**config.mk**
```make
export PLATFORM = sky130hd
export DESIGN_NAME = ucc_ctrl
export DESIGN_NICKNAME = d
export VERILOG_FILES = /design/src/core/ucc_pkg.sv /design/src/core/ucc_level.sv /design/src/core/ucc_ctrl.sv
export SDC_FILE = /design/constraint.sdc
export NUM_CORES = 1
export LEC_CHECK = 0
export BUFFER_PORTS_ARGS = -buffer_cell sky130_fd_sc_hd__buf_2
export CAP_MARGIN = 20
export CELL_PAD_IN_SITES_DETAIL_PLACEMENT = 1
export CELL_PAD_IN_SITES_GLOBAL_PLACEMENT = 1
export CORE_MARGIN = 4
export CORE_UTILIZATION = 32
export CTS_BUF_LIST = sky130_fd_sc_hd__clkbuf_8
export DETAILED_ROUTE_END_ITERATION = 10
export PLACE_DENSITY_LB_ADDON = 0.1
export SLEW_MARGIN = 5
export SYNTH_ARGS = -nofsm -noshare
export SYNTH_HDL_FRONTEND = slang
export SYNTH_HIERARCHICAL = 1
export SYNTH_SLANG_ARGS = --single-unit
```
**constraint.sdc**
```tcl
create_clock -name core_clk -period 5.1 [get_ports core_clk]
set_clock_uncertainty 0.05 [all_clocks]
set_input_delay 0.51 -clock core_clk [delete_from_list [all_inputs] [get_ports core_clk]]
set_output_delay 0.51 -clock core_clk [all_outputs]
set_load 0.005 [all_outputs]
```
**src/core/ucc_pkg.sv**
```systemverilog
// Package of constants and types for the serial port control block
// Notes on behaviour
// - Enable sets port, tx, rx and FIFOs
// - Disable clears enables, drains character, flushes FIFO
// - Infrared mode enable selects infrared line coding
// - Separate infrared low-power bit
// - Infrared disable clears both infrared bits
// - FIFOs switch off/on together; off holds one
// - Tx/rx thresholds: 1/8,2/8,4/8,6/8,7/8
// - Threshold settings read back as written
// - Eleven interrupt sources
// - Per-source mask set or cleared individually
// - Only unmasked sources reach interrupt output
// - Cleared source stays off until retriggered
// - Raw and masked status views, same layout
// - Separate tx and rx DMA request enables
// - Stop rx DMA requests on receive error
package ucc_pkg;

    // ************************************************************
    // Sizes
    // ************************************************************
    localparam int IRQ_W   = 11;
    localparam int LVL_W   = 3;
    localparam int FIFO_DEPTH = 16;
    localparam int CNT_W   = 5;

    // ************************************************************
    // Interrupt bit positions
    // ************************************************************
    localparam int IRQ_OVERRUN     = 0;
    localparam int IRQ_BREAK       = 1;
    localparam int IRQ_PARITY      = 2;
    localparam int IRQ_FRAMING     = 3;
    localparam int IRQ_RX_TIMEOUT  = 4;
    localparam int IRQ_TX          = 5;
    localparam int IRQ_RX          = 6;
    localparam int IRQ_DATA_SET    = 7;
    localparam int IRQ_CARRIER     = 8;
    localparam int IRQ_CLEAR_SEND  = 9;
    localparam int IRQ_RING        = 10;

    // ************************************************************
    // Threshold encodings
    // ************************************************************
    localparam logic [LVL_W-1:0] LVL_ONE_EIGHTH    = 3'h0;
    localparam logic [LVL_W-1:0] LVL_TWO_EIGHTHS   = 3'h1;
    localparam logic [LVL_W-1:0] LVL_FOUR_EIGHTHS  = 3'h2;
    localparam logic [LVL_W-1:0] LVL_SIX_EIGHTHS   = 3'h3;
    localparam logic [LVL_W-1:0] LVL_SEVEN_EIGHTHS = 3'h4;
    localparam logic [LVL_W-1:0] LVL_RESET         = LVL_FOUR_EIGHTHS;

    localparam logic [IRQ_W-1:0] IRQ_NONE = 11'h000;
    localparam logic [CNT_W-1:0] CNT_ZERO = 5'h00;
    localparam logic [CNT_W-1:0] CNT_ONE  = 5'h01;

    // Disable sequence states
    typedef enum logic [1:0] {
        UCC_RUN,
        UCC_DRAIN,
        UCC_FLUSH
    } ucc_dis_t;

endpackage

```
**src/core/ucc_level.sv**
```systemverilog
// Threshold comparator for one FIFO direction
`timescale 1ns/1ps
`default_nettype none
module ucc_level
    import ucc_pkg::*;
#(
    parameter bit FALLING = 1'b0
) (
    // Settings and level
    input  wire logic [LVL_W-1:0] sel,
    input  wire logic             fifo_on,
    input  wire logic [CNT_W-1:0] fill,
    // Result
    output logic                  hit
);
    logic [CNT_W-1:0] mark;

    // Eighths of the depth; an unknown code falls back to half
    always_comb begin
        case (sel)
            LVL_ONE_EIGHTH:    mark = CNT_W'(FIFO_DEPTH / 8);
            LVL_TWO_EIGHTHS:   mark = CNT_W'(FIFO_DEPTH * 2 / 8);
            LVL_SIX_EIGHTHS:   mark = CNT_W'(FIFO_DEPTH * 6 / 8);
            LVL_SEVEN_EIGHTHS: mark = CNT_W'(FIFO_DEPTH * 7 / 8);
            default:           mark = CNT_W'(FIFO_DEPTH * 4 / 8);
        endcase
    end

    // With FIFOs off the single holding slot sets the level
    always_comb begin
        if (!fifo_on) begin
            hit = FALLING ? (fill == CNT_ZERO) : (fill != CNT_ZERO);
        end else if (FALLING) begin
            hit = (fill <= mark);
        end else begin
            hit = (fill >= mark);
        end
    end
endmodule
`default_nettype wire

```
**src/core/ucc_ctrl.sv**
```systemverilog
// Control, interrupt and DMA request logic of the serial port
`timescale 1ns/1ps
`default_nettype none
module ucc_ctrl
    import ucc_pkg::*;
(
    // Clock and reset
    input  wire logic             core_clk,
    input  wire logic             rst,
    // Port enable commands
    input  wire logic             enable_cmd,
    input  wire logic             disable_cmd,
    input  wire logic             tx_busy,
    output logic                  port_enable,
    output logic                  transmitter_enable,
    output logic                  receiver_enable,
    output logic                  tx_fifo_flush,
    output logic                  disable_busy,
    // Infrared controls
    input  wire logic             ir_enable_cmd,
    input  wire logic             ir_low_power_req,
    input  wire logic             ir_disable_cmd,
    output logic                  infrared_mode_enable,
    output logic                  infrared_low_power,
    // FIFO controls
    input  wire logic             fifo_enable_cmd,
    input  wire logic             fifo_disable_cmd,
    output logic                  fifo_enable,
    output logic [CNT_W-1:0]      fifo_limit,
    // Thresholds
    input  wire logic             level_write,
    input  wire logic [LVL_W-1:0] tx_level_in,
    input  wire logic [LVL_W-1:0] rx_level_in,
    output logic [LVL_W-1:0]      tx_level,
    output logic [LVL_W-1:0]      rx_level,
    // FIFO fill levels from the datapath
    input  wire logic [CNT_W-1:0] tx_fill,
    input  wire logic [CNT_W-1:0] rx_fill,
    // Event pulses from the datapath and modem lines
    input  wire logic [IRQ_W-1:0] event_in,
    // Interrupt mask and clear
    input  wire logic [IRQ_W-1:0] mask_set,
    input  wire logic [IRQ_W-1:0] mask_clr,
    input  wire logic [IRQ_W-1:0] irq_clear,
    output logic [IRQ_W-1:0]      irq_mask,
    output logic [IRQ_W-1:0]      raw_status,
    output logic [IRQ_W-1:0]      masked_status,
    output logic                  irq,
    // DMA
    input  wire logic             dma_tx_set,
    input  wire logic             dma_tx_clr,
    input  wire logic             dma_rx_set,
    input  wire logic             dma_rx_clr,
    input  wire logic             dma_stop_set,
    input  wire logic             dma_stop_clr,
    output logic                  dma_tx_enable,
    output logic                  dma_rx_enable,
    output logic                  dma_stop_on_rx_error,
    output logic                  dma_rx_halted,
    output logic                  dma_tx_req,
    output logic                  dma_rx_req
);

    // ************************************************************
    // Port enable and disable sequence
    // ************************************************************
    ucc_dis_t dis_q;
    logic     rx_err;
    logic     tx_hit;
    logic     rx_hit;
    logic [IRQ_W-1:0] set_vec;

    // Disable drops enables at once, then drains and flushes
    always_ff @(posedge core_clk or posedge rst) begin
        if (rst) begin
            port_enable        <= 1'b0;
            transmitter_enable <= 1'b0;
            receiver_enable    <= 1'b0;
        end else if (disable_cmd) begin
            port_enable        <= 1'b0;
            transmitter_enable <= 1'b0;
            receiver_enable    <= 1'b0;
        end else if (enable_cmd && dis_q == UCC_RUN) begin
            port_enable        <= 1'b1;
            transmitter_enable <= 1'b1;
            receiver_enable    <= 1'b1;
        end
    end

    // Drain waits for the shifter to go idle before flushing
    always_ff @(posedge core_clk or posedge rst) begin
        if (rst) begin
            dis_q <= UCC_RUN;
        end else begin
            case (dis_q)
                UCC_RUN:   if (disable_cmd) dis_q <= UCC_DRAIN;
                UCC_DRAIN: if (!tx_busy) dis_q <= UCC_FLUSH;
                // A fresh disable during the flush starts a new drain
                UCC_FLUSH: dis_q <= disable_cmd ? UCC_DRAIN : UCC_RUN;
                default:   dis_q <= UCC_RUN;
            endcase
        end
    end

    assign tx_fifo_flush = (dis_q == UCC_FLUSH);
    assign disable_busy  = (dis_q != UCC_RUN);

    // ************************************************************
    // Infrared mode
    // ************************************************************
    // Disable wins, so a disable always clears both bits together
    always_ff @(posedge core_clk or posedge rst) begin
        if (rst) begin
            infrared_mode_enable <= 1'b0;
            infrared_low_power   <= 1'b0;
        end else if (ir_disable_cmd) begin
            infrared_mode_enable <= 1'b0;
            infrared_low_power   <= 1'b0;
        end else if (ir_enable_cmd) begin
            infrared_mode_enable <= 1'b1;
            infrared_low_power   <= ir_low_power_req;
        end
    end

    // ************************************************************
    // FIFO enable and thresholds
    // ************************************************************
    // Port enable also turns the FIFOs on
    always_ff @(posedge core_clk or posedge rst) begin
        if (rst) begin
            fifo_enable <= 1'b0;
        end else if (fifo_disable_cmd) begin
            fifo_enable <= 1'b0;
        end else if (fifo_enable_cmd ||
                     (enable_cmd && !disable_cmd && dis_q == UCC_RUN)) begin
            fifo_enable <= 1'b1;
        end
    end

    // Capacity seen by the datapath: one slot when FIFOs are off
    assign fifo_limit = fifo_enable ? CNT_W'(FIFO_DEPTH) : CNT_ONE;

    // Settings stored verbatim so reads return the written code
    always_ff @(posedge core_clk or posedge rst) begin
        if (rst) begin
            tx_level <= LVL_RESET;
            rx_level <= LVL_RESET;
        end else if (level_write) begin
            tx_level <= tx_level_in;
            rx_level <= rx_level_in;
        end
    end

    ucc_level #(.FALLING(1'b1)) u_tx_level (
        .sel     (tx_level),
        .fifo_on (fifo_enable),
        .fill    (tx_fill),
        .hit     (tx_hit)
    );

    ucc_level #(.FALLING(1'b0)) u_rx_level (
        .sel     (rx_level),
        .fifo_on (fifo_enable),
        .fill    (rx_fill),
        .hit     (rx_hit)
    );

    // ************************************************************
    // Interrupts
    // ************************************************************
    // FIFO level crossings feed the tx and rx sources
    always_comb begin
        set_vec          = event_in;
        set_vec[IRQ_TX]  = event_in[IRQ_TX] | (tx_hit & transmitter_enable);
        set_vec[IRQ_RX]  = event_in[IRQ_RX] | (rx_hit & receiver_enable);
    end

    // Set wins over a clear in the same cycle, so no event is lost
    always_ff @(posedge core_clk or posedge rst) begin
        if (rst) begin
            raw_status <= IRQ_NONE;
        end else begin
            raw_status <= (raw_status & ~irq_clear) | set_vec;
        end
    end

    // Set has priority over clear for the same mask bit
    always_ff @(posedge core_clk or posedge rst) begin
        if (rst) begin
            irq_mask <= IRQ_NONE;
        end else begin
            irq_mask <= (irq_mask & ~mask_clr) | mask_set;
        end
    end

    assign masked_status = raw_status & irq_mask;
    assign irq           = |masked_status;

    // ************************************************************
    // DMA requests
    // ************************************************************
    assign rx_err = |event_in[IRQ_FRAMING:IRQ_OVERRUN];

    // Direction enables; set wins over clear
    always_ff @(posedge core_clk or posedge rst) begin
        if (rst) begin
            dma_tx_enable        <= 1'b0;
            dma_rx_enable        <= 1'b0;
            dma_stop_on_rx_error <= 1'b0;
        end else begin
            dma_tx_enable <= (dma_tx_enable & ~dma_tx_clr) | dma_tx_set;
            dma_rx_enable <= (dma_rx_enable & ~dma_rx_clr) | dma_rx_set;
            dma_stop_on_rx_error <= (dma_stop_on_rx_error & ~dma_stop_clr)
                                    | dma_stop_set;
        end
    end

    // Halt latches on a receive error until rx DMA is re-armed or stop on rx error is cleared
    always_ff @(posedge core_clk or posedge rst) begin
        if (rst) begin
            dma_rx_halted <= 1'b0;
        end else if (rx_err && dma_stop_on_rx_error) begin
            dma_rx_halted <= 1'b1;
        end else if (dma_rx_set || !dma_stop_on_rx_error) begin
            dma_rx_halted <= 1'b0;
        end
    end

    // Requests follow the FIFO levels in enabled directions only
    always_ff @(posedge core_clk or posedge rst) begin
        if (rst) begin
            dma_tx_req <= 1'b0;
            dma_rx_req <= 1'b0;
        end else begin
            dma_tx_req <= dma_tx_enable & transmitter_enable & tx_hit;
            dma_rx_req <= dma_rx_enable & receiver_enable & rx_hit
                          & ~dma_rx_halted
                          & ~(rx_err & dma_stop_on_rx_error);
        end
    end

    // ************************************************************
    // Assertions
    // ************************************************************
    property p_irq_masked;
        @(posedge core_clk) disable iff (rst)
        (irq_mask == IRQ_NONE && mask_set == IRQ_NONE) |=> !irq;
    endproperty
    a_irq_masked: assert property (p_irq_masked)
        else $error("interrupt with no enabled source");

    property p_clear;
        @(posedge core_clk) disable iff (rst)
        (irq_clear[IRQ_RING] && !set_vec[IRQ_RING]) |=> !raw_status[IRQ_RING];
    endproperty
    a_clear: assert property (p_clear)
        else $error("cleared source still set");

    property p_set_wins;
        @(posedge core_clk) disable iff (rst)
        event_in[IRQ_OVERRUN] |=> raw_status[IRQ_OVERRUN];
    endproperty
    a_set_wins: assert property (p_set_wins)
        else $error("event lost");

    property p_disable;
        @(posedge core_clk) disable iff (rst)
        disable_cmd |=> !port_enable && !transmitter_enable && disable_busy;
    endproperty
    a_disable: assert property (p_disable)
        else $error("disable did not drop enables");

    property p_flush;
        @(posedge core_clk) disable iff (rst)
        (dis_q == UCC_DRAIN && !tx_busy) |=> tx_fifo_flush ##1 !tx_fifo_flush;
    endproperty
    a_flush: assert property (p_flush)
        else $error("flush not one cycle after drain");

    property p_enable;
        @(posedge core_clk) disable iff (rst)
        (enable_cmd && !disable_cmd && !fifo_disable_cmd && dis_q == UCC_RUN)
        |=> port_enable && receiver_enable && fifo_enable;
    endproperty
    a_enable: assert property (p_enable)
        else $error("enable incomplete");

    property p_ir_off;
        @(posedge core_clk) disable iff (rst)
        ir_disable_cmd |=> !infrared_mode_enable && !infrared_low_power;
    endproperty
    a_ir_off: assert property (p_ir_off)
        else $error("infrared bits not cleared");

    property p_level_rb;
        @(posedge core_clk) disable iff (rst)
        level_write |=> tx_level == $past(tx_level_in)
                        && rx_level == $past(rx_level_in);
    endproperty
    a_level_rb: assert property (p_level_rb)
        else $error("threshold readback differs");

    property p_dma_tx;
        @(posedge core_clk) disable iff (rst)
        !dma_tx_enable |=> !dma_tx_req;
    endproperty
    a_dma_tx: assert property (p_dma_tx)
        else $error("tx request while disabled");

    property p_dma_stop;
        @(posedge core_clk) disable iff (rst)
        (dma_stop_on_rx_error && rx_err && !dma_stop_clr)
        |=> !dma_rx_req [*2];
    endproperty
    a_dma_stop: assert property (p_dma_stop)
        else $error("rx request after error");

endmodule
`default_nettype wire

```
==> metrics, run 1 <==
status=finished clean; pre-CTS setup slack=approximately 3.2 ns; Worst Setup SP=raw_status[5]$_DFF_PP0_; via count=1683; max-slew violations=0; worst path cell trace=and2_1, nor4_1, nand4_1, buf_2; reg2reg path depth=7; family with the most delay on the worst path=simple AND/OR/NAND/NOR gates; Clock Latency Late Sink=0.28 ns; slowest cell delay on critical path=0.41 ns; hold_buf cts=0; first-pass GRT wire length=around 8300 um; row cnt=27; Synth warnings=6; Starting Density=0.334; Post-Syn Area=roughly 1900 um2; P_leak=1.54 nW; grt peak-use layer=met2; Min-Delay Path Class=in2async; sequential area share after synthesis=0.538; Slowest-stage cell, CP=dfrtp_1; worst path bufs/invs=1; Hold WS=0.291 ns; vias in the first global route=1751; drt via density=~4.4; die area=7110 um2; layout cells sized above 1=0.495; synthesized flop and latch total=40; DRC errors left=0; CTS tree=built; root buf cell=clkbuf_8; IO Pins=between 100 and 150; minimum clock period=1.95 ns; M2 GR Usage=0.253; Core Util, Final=0.480; Sink Count=40; Placer Congestion=about 0.8; Post-Route WL=about 5300 um; Crit path depth=4; post-route ant nets=0; grt ovf=0; # diodes=0; Resize count post-CTS=0; Detail Placement HPWL=4420 um; Fin. Hold Viols=0; Starting DRT DRC Count=13; Reg-to-Reg Start=tx_level[1]$_DFFE_PP1P_; syn_area_per_cell=10.8 um2; port bufs=around 130; GRT Overall Usage=0.146; startpoint types=register; Core Footprint=5570 um2; Gate Count Post-Synth=173; chip width=84.3 um; setup TNS=0 ns; post-route clock period utilization=0.382; RSZ-0062 raised after global routing=no; WS Path Type=reg2out; setup ws final=3.15 ns; final setup fails=0; Clock Path Buffers=2; Nets=391; H-Tree Depth=2; total design power=roughly 720 uW; routed len/inst=13.8 um; Worst R2R Setup Slack=3.18 ns; P per Cell Area=~270 nW/um2; synth unique cells=32; Worst Path Arrival=1.39 ns; max_cap viols=0; critical path capture point type=output pin; worst setup path end=irq; clock-pin slew on the worst setup and hold paths=0.08 ns; 1st-pass router iterations=4; P&R area growth vs syn=43.4%; CP max FO=3; Worst IR Drop VDD=0.000106 V; met3 GRT Util=0.0491; CTS buffer count=5; f_max=0.514 GHz; largest net degree at the start of global routing=41; Worst Path Required=4.54 ns; r2r endpoint=raw_status[5]$_DFF_PP0_; Setup Buffers After CTS=0; initial antenna violation count=0; Die Y=84.3 um; met1 usage=0.173
-- cells in the mapped netlist --
cell type  count  area [um2]
dfrtp_1       38         951
inv_1         31         116
a21o_1        22         165
nor2_1        15        56.3
and2_1        10        62.6
buf_4          6        45.0
ha_1           6        75.1
mux2_2         6        67.6
o21ai_0        4        20.0
a21oi_1        3        15.0
mux2i_1        3        30.0
nand2_1        3        11.3
nor2b_1        3        18.8
and3_1         2        12.5
dfstp_2        2        52.6
nand4_1        2        12.5
o41ai_2        2        32.5
a21o_2         1        8.76
a221o_1        1        10.0
a311oi_1       1        8.76
a32o_1         1        10.0
and2_4         1        8.76
and4bb_1       1        12.5
buf_2          1        5.00
conb_1         1        3.75
nand3b_1       1        7.51
nand4b_1       1        8.76
nor3_1         1        5.00
nor3_2         1        10.0
nor3b_1        1        7.51
nor4_1         1        6.26
or4_1          1        7.51
-- cell usage in the layout, fill, tap and decap left out, drive strengths merged --
cell type | Yosys | layout
buf | 7 | 133
dfrtp | 38 | 38
inv | 31 | 32
a21o | 23 | 23
nor2 | 15 | 15
and2 | 11 | 11
mux2 | 6 | 6
clkbuf | 0 | 6
ha | 6 | 6
o21ai | 4 | 4
mux2i | 3 | 3
a21oi | 3 | 3
nor2b | 3 | 3
nand2 | 3 | 3
conb | 1 | 3
nand4 | 2 | 2
and3 | 2 | 2
o41ai | 2 | 2
dfstp | 2 | 2
nor3 | 2 | 2
a311oi | 1 | 1
nor3b | 1 | 1
a221o | 1 | 1
nor4 | 1 | 1
and4bb | 1 | 1
nand3b | 1 | 1
clkinvlp | 0 | 1
nand4b | 1 | 1
or4 | 1 | 1
a32o | 1 | 1
-- tightest hold or removal path, stage by stage --
cell and delay, ns:
buf_2 0.10, inv_1 0.04, buf_4 0.43
-- cell type report --
class	instances	area, um2
Clock buffer	6	82.6
Clock inverter	2	11.3
Fill cell	720	2900
Inverter	31	116
Multi-Input combinational cell	97	702
Sequential cell	40	1000
Tap cell	72	90.1
Timing Repair Buffer	133	668
-- cells by family after synthesis --
| kind of cell | after synthesis | synth area share |
|---|---|---|
| other cells | 1 | 0.00201 |
| mux | 9 | 0.0523 |
| compound gates | 35 | 0.145 |
| simple gates | 44 | 0.133 |
| fa+ha+maj | 6 | 0.0403 |
| flops | 40 | 0.538 |
| buf+inv | 38 | 0.0893 |
-- worst min path at each step --
stage,start,endpoint,cells past startpoint,slack (ns)
finish,rst,rx_level[2]$_DFFE_PP0P_,3,0.29
global route,fifo_disable_cmd,fifo_enable$_DFFE_PP0P_,2,0.30
CTS,fifo_disable_cmd,fifo_enable$_DFFE_PP0P_,2,0.30
detailed placement,dis_q[1]$_DFFE_PP0P_,dis_q[1]$_DFFE_PP0P_,1,0.42
global placement,dis_q[1]$_DFFE_PP0P_,dis_q[1]$_DFFE_PP0P_,1,0.41
floorplan,dis_q[1]$_DFFE_PP0P_,dis_q[1]$_DFFE_PP0P_,1,0.38
-- routing by layer --
| layer | wire (um) | vias up |
|---|---|---|
| met5 | 0 | - |
| met4 | 25 | 0 |
| met3 | 520 | 2 |
| met2 | 2540 | 83 |
| met1 | 2190 | 768 |
| li1 | - | 830 |
-- power breakdown --
group	switching [mW]	leakage (nW)	internal (mW)
Combinational	0.0651	1.04	0.0801
Clock	0.107	0.0486	0.108
Sequential	0.0219	0.451	0.343
-- metrics by stage --
step | area, um2 | cells
final | 2670 | 381
after CTS | 2670 | 381
after floorplan | 1870 | 175
after detailed placement | 2580 | 373
after global placement | 2580 | 373
after global routing | 2670 | 381
-- registers in the layout (all words and copies together) (netlist names), 2 cells and up --
name        flops
raw_status     11
irq_mask       11
tx_level        3
dis_q           2
rx_level        3
(Power assumes the default switching activity.)
==> run 2: changes to the inputs <==
--- a/config.mk
+++ b/config.mk
@@ -5,12 +5,13 @@
 export SDC_FILE = /design/constraint.sdc
 export NUM_CORES = 1
 export LEC_CHECK = 0
+export ABC_AREA = 1
 export BUFFER_PORTS_ARGS = -buffer_cell sky130_fd_sc_hd__buf_2
 export CAP_MARGIN = 20
 export CELL_PAD_IN_SITES_DETAIL_PLACEMENT = 1
 export CELL_PAD_IN_SITES_GLOBAL_PLACEMENT = 1
 export CORE_MARGIN = 4
-export CORE_UTILIZATION = 32
+export CORE_UTILIZATION = 29
 export CTS_BUF_LIST = sky130_fd_sc_hd__clkbuf_8
 export DETAILED_ROUTE_END_ITERATION = 10
 export PLACE_DENSITY_LB_ADDON = 0.1
==> constraint.sdc (replaced) <==
create_clock -name core_clk -period 1.8 [get_ports core_clk]
set_clock_uncertainty 0.05 [all_clocks]
set_input_delay 0.18 -clock core_clk [delete_from_list [all_inputs] [get_ports core_clk]]
set_output_delay 0.18 -clock core_clk [all_outputs]
set_load 0.005 [all_outputs]
==> metrics, run 2 <==
Synth warnings=6; FF+latch area=1000 um2; row cnt=29; GRT Overall Usage=0.149; Post-Syn Area=1970 um2; initial antenna violation count=0; DRC errors left=0; Nets=463; CTS buffer count=5; combinational power share=0.215; Min-Delay Path Class=in2reg; M1 WL=2570 um; most frequent cells after synthesis=inv_1 (56), nand2_1 (44), dfrtp_1 (38); grt ovf=0; CP max FO=5; layout cells sized above 1=0.407; Placed Area=2710 um2; P&R area growth vs syn=51.7%; Slowest-stage cell, CP=dfrtp_1; syn_area_per_cell=8.64 um2; total design power=2.27 mW; WS Path Type=reg2reg; asr flop ratio synth=1.00; post-route ant nets=0; 1st-pass router iterations=3; max_cap viols=0; largest cells by area after synthesis=dfrtp_1 (48%), inv_1 (11%), nand2_1 (8.4%); Clock Path Buffers=2; Reg-to-Reg Start=rx_level[2]$_DFFE_PP0P_; Yosys top cell by area=dfrtp_1; CTS tree=built; port bufs=around 130; final setup fails=0; multi-input combinational cell area=713 um2; f_max=0.581 GHz; number of synthesized flops with an enable pin=0; Worst Setup SP=rx_level[2]$_DFFE_PP0P_; met2 routed WL=2770 um; drt via density=4.26; Starting Density=0.305; Fin. Hold Viols=0; RSZ-0062 raised after global routing=yes; minimum clock period=1.72 ns; Core Footprint=between 6000 and 7000 um2; met3 wire len=between 400 and 500 um; worst path cell trace=o21ai_1, o21ai_1, ha_1, nand2_1, nor2_1, nor2_1, a21oi_2, nand2_1, nor2_1, nand2_1, a21oi_2; Worst R2R Setup Slack=approximately 0.078 ns; Gate Count Post-Synth=approximately 230; critical path capture point type=register; Die Y=90.4 um; post-route clock period utilization=0.957; Placer Congestion=0.747; root buf cell=clkbuf_8; Hold Path Origin=mask_clr[7]; P_leak=1.80 nW; chip width=90.4 um; vias in the first global route=2040; NetSw=628 uW; Sink Count=40; synth unique cells=18; most common cell after layout, fill and taps aside=buf_2; reg2reg path depth=11; Post-Route WL=5860 um; top cell type's share of synthesized area=0.483; most frequent cells in the layout=buf_2 (132), inv_1 (55), nand2_1 (44); top_reg_cell synth=dfrtp_1; post-route cell area=between 2000 and 3000 um2; Crit path depth=11; IO Pins=136; Worst Path Arrival=between 1.5 and 2 ns; family with the most delay on the worst path=simple AND/OR/NAND/NOR gates; sw frac=0.277; slowest cell delay on critical path=0.43 ns; Int Pwr=1.64 mW; Worst Path Required=1.98 ns; Worst IR Drop VDD=0.000424 V; sequential area share after synthesis=0.510; P per Cell Area=760 nW/um2; Seq pwr share=0.457; FILL cells=803; most common cell in the netlist=inv_1; first-pass GRT wire length=9850 um; largest net degree at the start of global routing=41; H-Tree Depth=2; Core Util, Final=0.462; die area=8170 um2; Top Layer Used=met4; Detail Placement HPWL=4780 um; worst path bufs/invs=0; Clock Latency Late Sink=0.29 ns; max-slew violations=0; clock-pin slew on the worst setup and hold paths=around 0.080 ns; Top Registers=irq_mask x11, raw_status x11; clock group share of total power=0.328; startpoint types=register; via count=1953; synthesized flop and latch total=40; # diodes=0; status=finished clean; routed len/inst=12.8 um; Starting DRT DRC Count=24; Hold Path Stages=2
## run 2: cell types whose count changed in the layout (fill, tap and decap cells not counted), moves of 5 or more
| cell | change |
|---|---|
| a21o_1 | -22 |
| and2_1 | -10 |
| dlygate4sd3_1 | +16 |
| inv_1 | +23 |
| mux2_2 | -6 |
| mux2_4 | +6 |
| nand2_1 | +41 |
| nand3_1 | +5 |
| nor2_1 | +10 |
| o21bai_1 | +20 |
## run 2: through the flow
stage	setup TNS, ns	std cells	setup slack (ns)	hold WS [ns]
after detailed placement	0	434	0.00320	0.188
after global placement	0	434	0.101	0.178
after global routing	-0.0526	458	-0.0526	0.00281
after floorplan	0	230	0.178	0.193
after CTS	0	458	0.0222	0.000880
final	0	458	0.0779	0.0165
## run 2: final cells by class
type,count,share of cell area
Timing Repair Buffer,150,0.284
Clock buffer,5,0.0230
Clock inverter,3,0.0142
Multi-Input combinational cell,126,0.239
Tap cell,77,0.0323
Sequential cell,40,0.336
Inverter,57,0.0716
## run 2: repair_timing
action / CTS / global route
hold buffers: 16 / 0
resized for setup: 1 / 4
pin swaps: 0 / 2
setup endpoints to repair: 1 / 3
setup buffers: 0 / 0
endpoints found under the hold margin: 54 / 0
## run 2: worst paths after layout
path | to
hold reg to reg | infrared_mode_enable$_DFFE_PP0P_
hold / removal | irq_mask[7]$_DFF_PP0_
setup / recovery | dma_rx_req$_DFF_PP0_
min in group asynchronous | raw_status[6]$_DFF_PP0_
max in group asynchronous | tx_level[1]$_DFFE_PP1P_
setup reg to reg | dma_rx_req$_DFF_PP0_
## run 2: layer usage
layer  global-route usage  vias up
met4               0.0421        0
met5                    0        -
met3               0.0467        4
met1                0.184      894
li1                     -      979
met2                0.250       76
## run 2: cell families (layout without fill, tap and decap cells)
logic type	count (synthesis)	count (layout)	synth area share
AO/OA/AOI/OAI	36	36	0.121
adder cells (fa/ha/maj)	6	6	0.0381
buffers and inverters	64	215	0.137
flip-flops	40	40	0.510
multiplexers	6	6	0.0457
other	1	3	0.00190
AND/OR/NAND/NOR	75	75	0.146
## run 2: power groups by stage
stage,combinational [mW],sequential [mW],clock (mW)
2_1_floorplan,0.228,1.05,0
3_3_place_gp,0.460,1.05,0
3_5_place_dp,0.467,1.05,0
4_1_cts,0.498,1.04,0.787
5_1_grt,0.559,1.05,0.822
6_report,0.489,1.04,0.745
==> run 3: changes to the inputs <==
--- a/config.mk
+++ b/config.mk
@@ -5,7 +5,6 @@
 export SDC_FILE = /design/constraint.sdc
 export NUM_CORES = 1
 export LEC_CHECK = 0
-export ABC_AREA = 1
 export BUFFER_PORTS_ARGS = -buffer_cell sky130_fd_sc_hd__buf_2
 export CAP_MARGIN = 20
 export CELL_PAD_IN_SITES_DETAIL_PLACEMENT = 1
==> metrics, run 3 (synthesized netlist as in run 1, its figures left out) <==
vias in the first global route=1793; status=complete, but fails checks; largest net degree at the start of global routing=23; Placer Congestion=0.754; failing checks=negative setup slack; most common cell after layout, fill and taps aside=buf_2; CTS buffer count=5; P per Cell Area=around 740 nW/um2; CTS tree=built; clock-pin slew on the worst setup and hold paths=0.07 ns; Hold Path Stages=2; initial antenna violation count=0; P&R area growth vs syn=49.8%; CP max FO=2; Worst Path Required=1.92 ns; post-route clock period utilization=1.02; startpoint types=register; Fin. Hold Viols=0; Top Registers=irq_mask x11, raw_status x11; slowest cell delay on critical path=0.54 ns; Worst IR Drop VDD=0.000346 V; reg2reg path depth=7; DRC errors left=0; 1st-pass router iterations=3; Nets=403; grt ovf=0; r2r endpoint=raw_status[5]$_DFF_PP0_; worst setup path end=raw_status[5]$_DFF_PP0_; layout cells sized above 1=0.511; row cnt=28; max-slew violations=0; Min-Delay Path Class=in2reg; RSZ-0062 raised after global routing=yes; max_cap viols=0; Starting DRT DRC Count=21; setup ws final=-0.0365 ns; critical path capture point type=register; Worst Setup SP=tx_level[1]$_DFFE_PP1P_; first-pass GRT wire length=between 8000 and 9000 um; pre-CTS setup slack=-0.0728 ns; Worst Path Arrival=1.96 ns; GRT Overall Usage=0.143; routed len/inst=approximately 14 um; Worst R2R Setup Slack=-0.04 ns; drt via density=4.43; Detail Placement HPWL=4800 um; Core Footprint=between 6000 and 7000 um2; Die Y=88.2 um; port bufs=~130; root buf cell=clkbuf_8; worst path bufs/invs=0; most frequent cells in the layout=buf_2 (132), dfrtp_1 (38), inv_1 (32); Starting Density=0.306; Post-Route WL=5630 um; worst path cell trace=nor2_2, mux2i_1, ha_1, nand4_1, o41ai_2, a32o_2, a221o_1; H-Tree Depth=2; die area=between 7000 and 8000 um2; WS Path Type=reg2reg; Crit path depth=7; Clock Latency Late Sink=between 0.2 and 0.3 ns; Clock Path Buffers=2; post-route ant nets=0; # diodes=0; Slowest-stage cell, CP=dfstp_2; total design power=about 2.1 mW; chip width=88.2 um; f_max=0.545 GHz; via count=about 1800; Reg-to-Reg Start=tx_level[1]$_DFFE_PP1P_; minimum clock period=1.84 ns; IO Pins=roughly 140; family with the most delay on the worst path=compound AO/OA/AOI/OAI gates; P_leak=roughly 1.6 nW; final setup fails=1; Sink Count=40
## run 3: cell types whose count changed in the layout (fill, tap and decap cells not counted), sizes merged, moves of 5 or more
cell | previous run | this run
nand2 | 44 | 3
a21o | 0 | 23
inv | 56 | 33
o21bai | 20 | 0
dlygate4sd3 | 16 | 4
and2 | 0 | 11
nor2 | 26 | 15
buf | 134 | 141
a21oi | 8 | 3
nand3 | 5 | 0
## run 3: report_power, final
part           switching (mW)  total [mW]  internal [mW]
Combinational           0.201       0.461          0.260
Sequential             0.0584        1.03          0.971
Clock                   0.287       0.588          0.301
Total                   0.547        2.08           1.53
## run 3: worst min path at each step
stage | start | endpoint | slack [ns]
floorplan | fifo_disable_cmd | fifo_enable$_DFFE_PP0P_ | 0.20
global placement | rst | rx_level[2]$_DFFE_PP0P_ | 0.16
detailed placement | rst | raw_status[10]$_DFF_PP0_ | 0.17
CTS | tx_busy | dis_q[1]$_DFFE_PP0P_ | 0.0003
global route | tx_busy | dis_q[1]$_DFFE_PP0P_ | 0.0001
finish | tx_busy | dis_q[1]$_DFFE_PP0P_ | 0.01
## run 3: stage by stage
stage | utilization | setup TNS (ns) | hold WS [ns] | std cells | cell area (um2)
after CTS | 0.454 | -0.0408 | 0.000297 | 393 | 2770
final | 0.458 | -0.0365 | 0.0115 | 396 | 2790
after floorplan | - | 0 | 0.196 | 175 | 1870
after detailed placement | 0.430 | -0.104 | 0.165 | 379 | 2620
after global routing | 0.458 | -0.242 | 0.000112 | 396 | 2790
after global placement | 0.430 | -0.0185 | 0.164 | 379 | 2620
## run 3: cell type report
type / instances / area (um2)
clock buffers: 6 / 82.6
repair buffers: 145 / 781
multi-input cells: 97 / 708
fillers: 748 / 3300
inverters: 31 / 116
flip-flops and latches: 40 / 1000
well taps: 75 / 93.8
clock inverters: 2 / 7.51
## run 3: what timing repair did
item,CTS,global route
buffers inserted,3,2
hold buffers,3,1
resized for setup,3,2
endpoints found under the hold margin,20,1
setup endpoints to repair,2,4
pin swaps,4,4
## run 3: per-layer routing
metal / up-vias / track usage / part of all wire
met5: - / 0 / 0
met2: 90 / 0.242 / 0.47
met1: 802 / 0.174 / 0.40
met3: 5 / 0.0499 / 0.12
li1: 856 / - / -
met4: 0 / 0.0371 / 0.0098
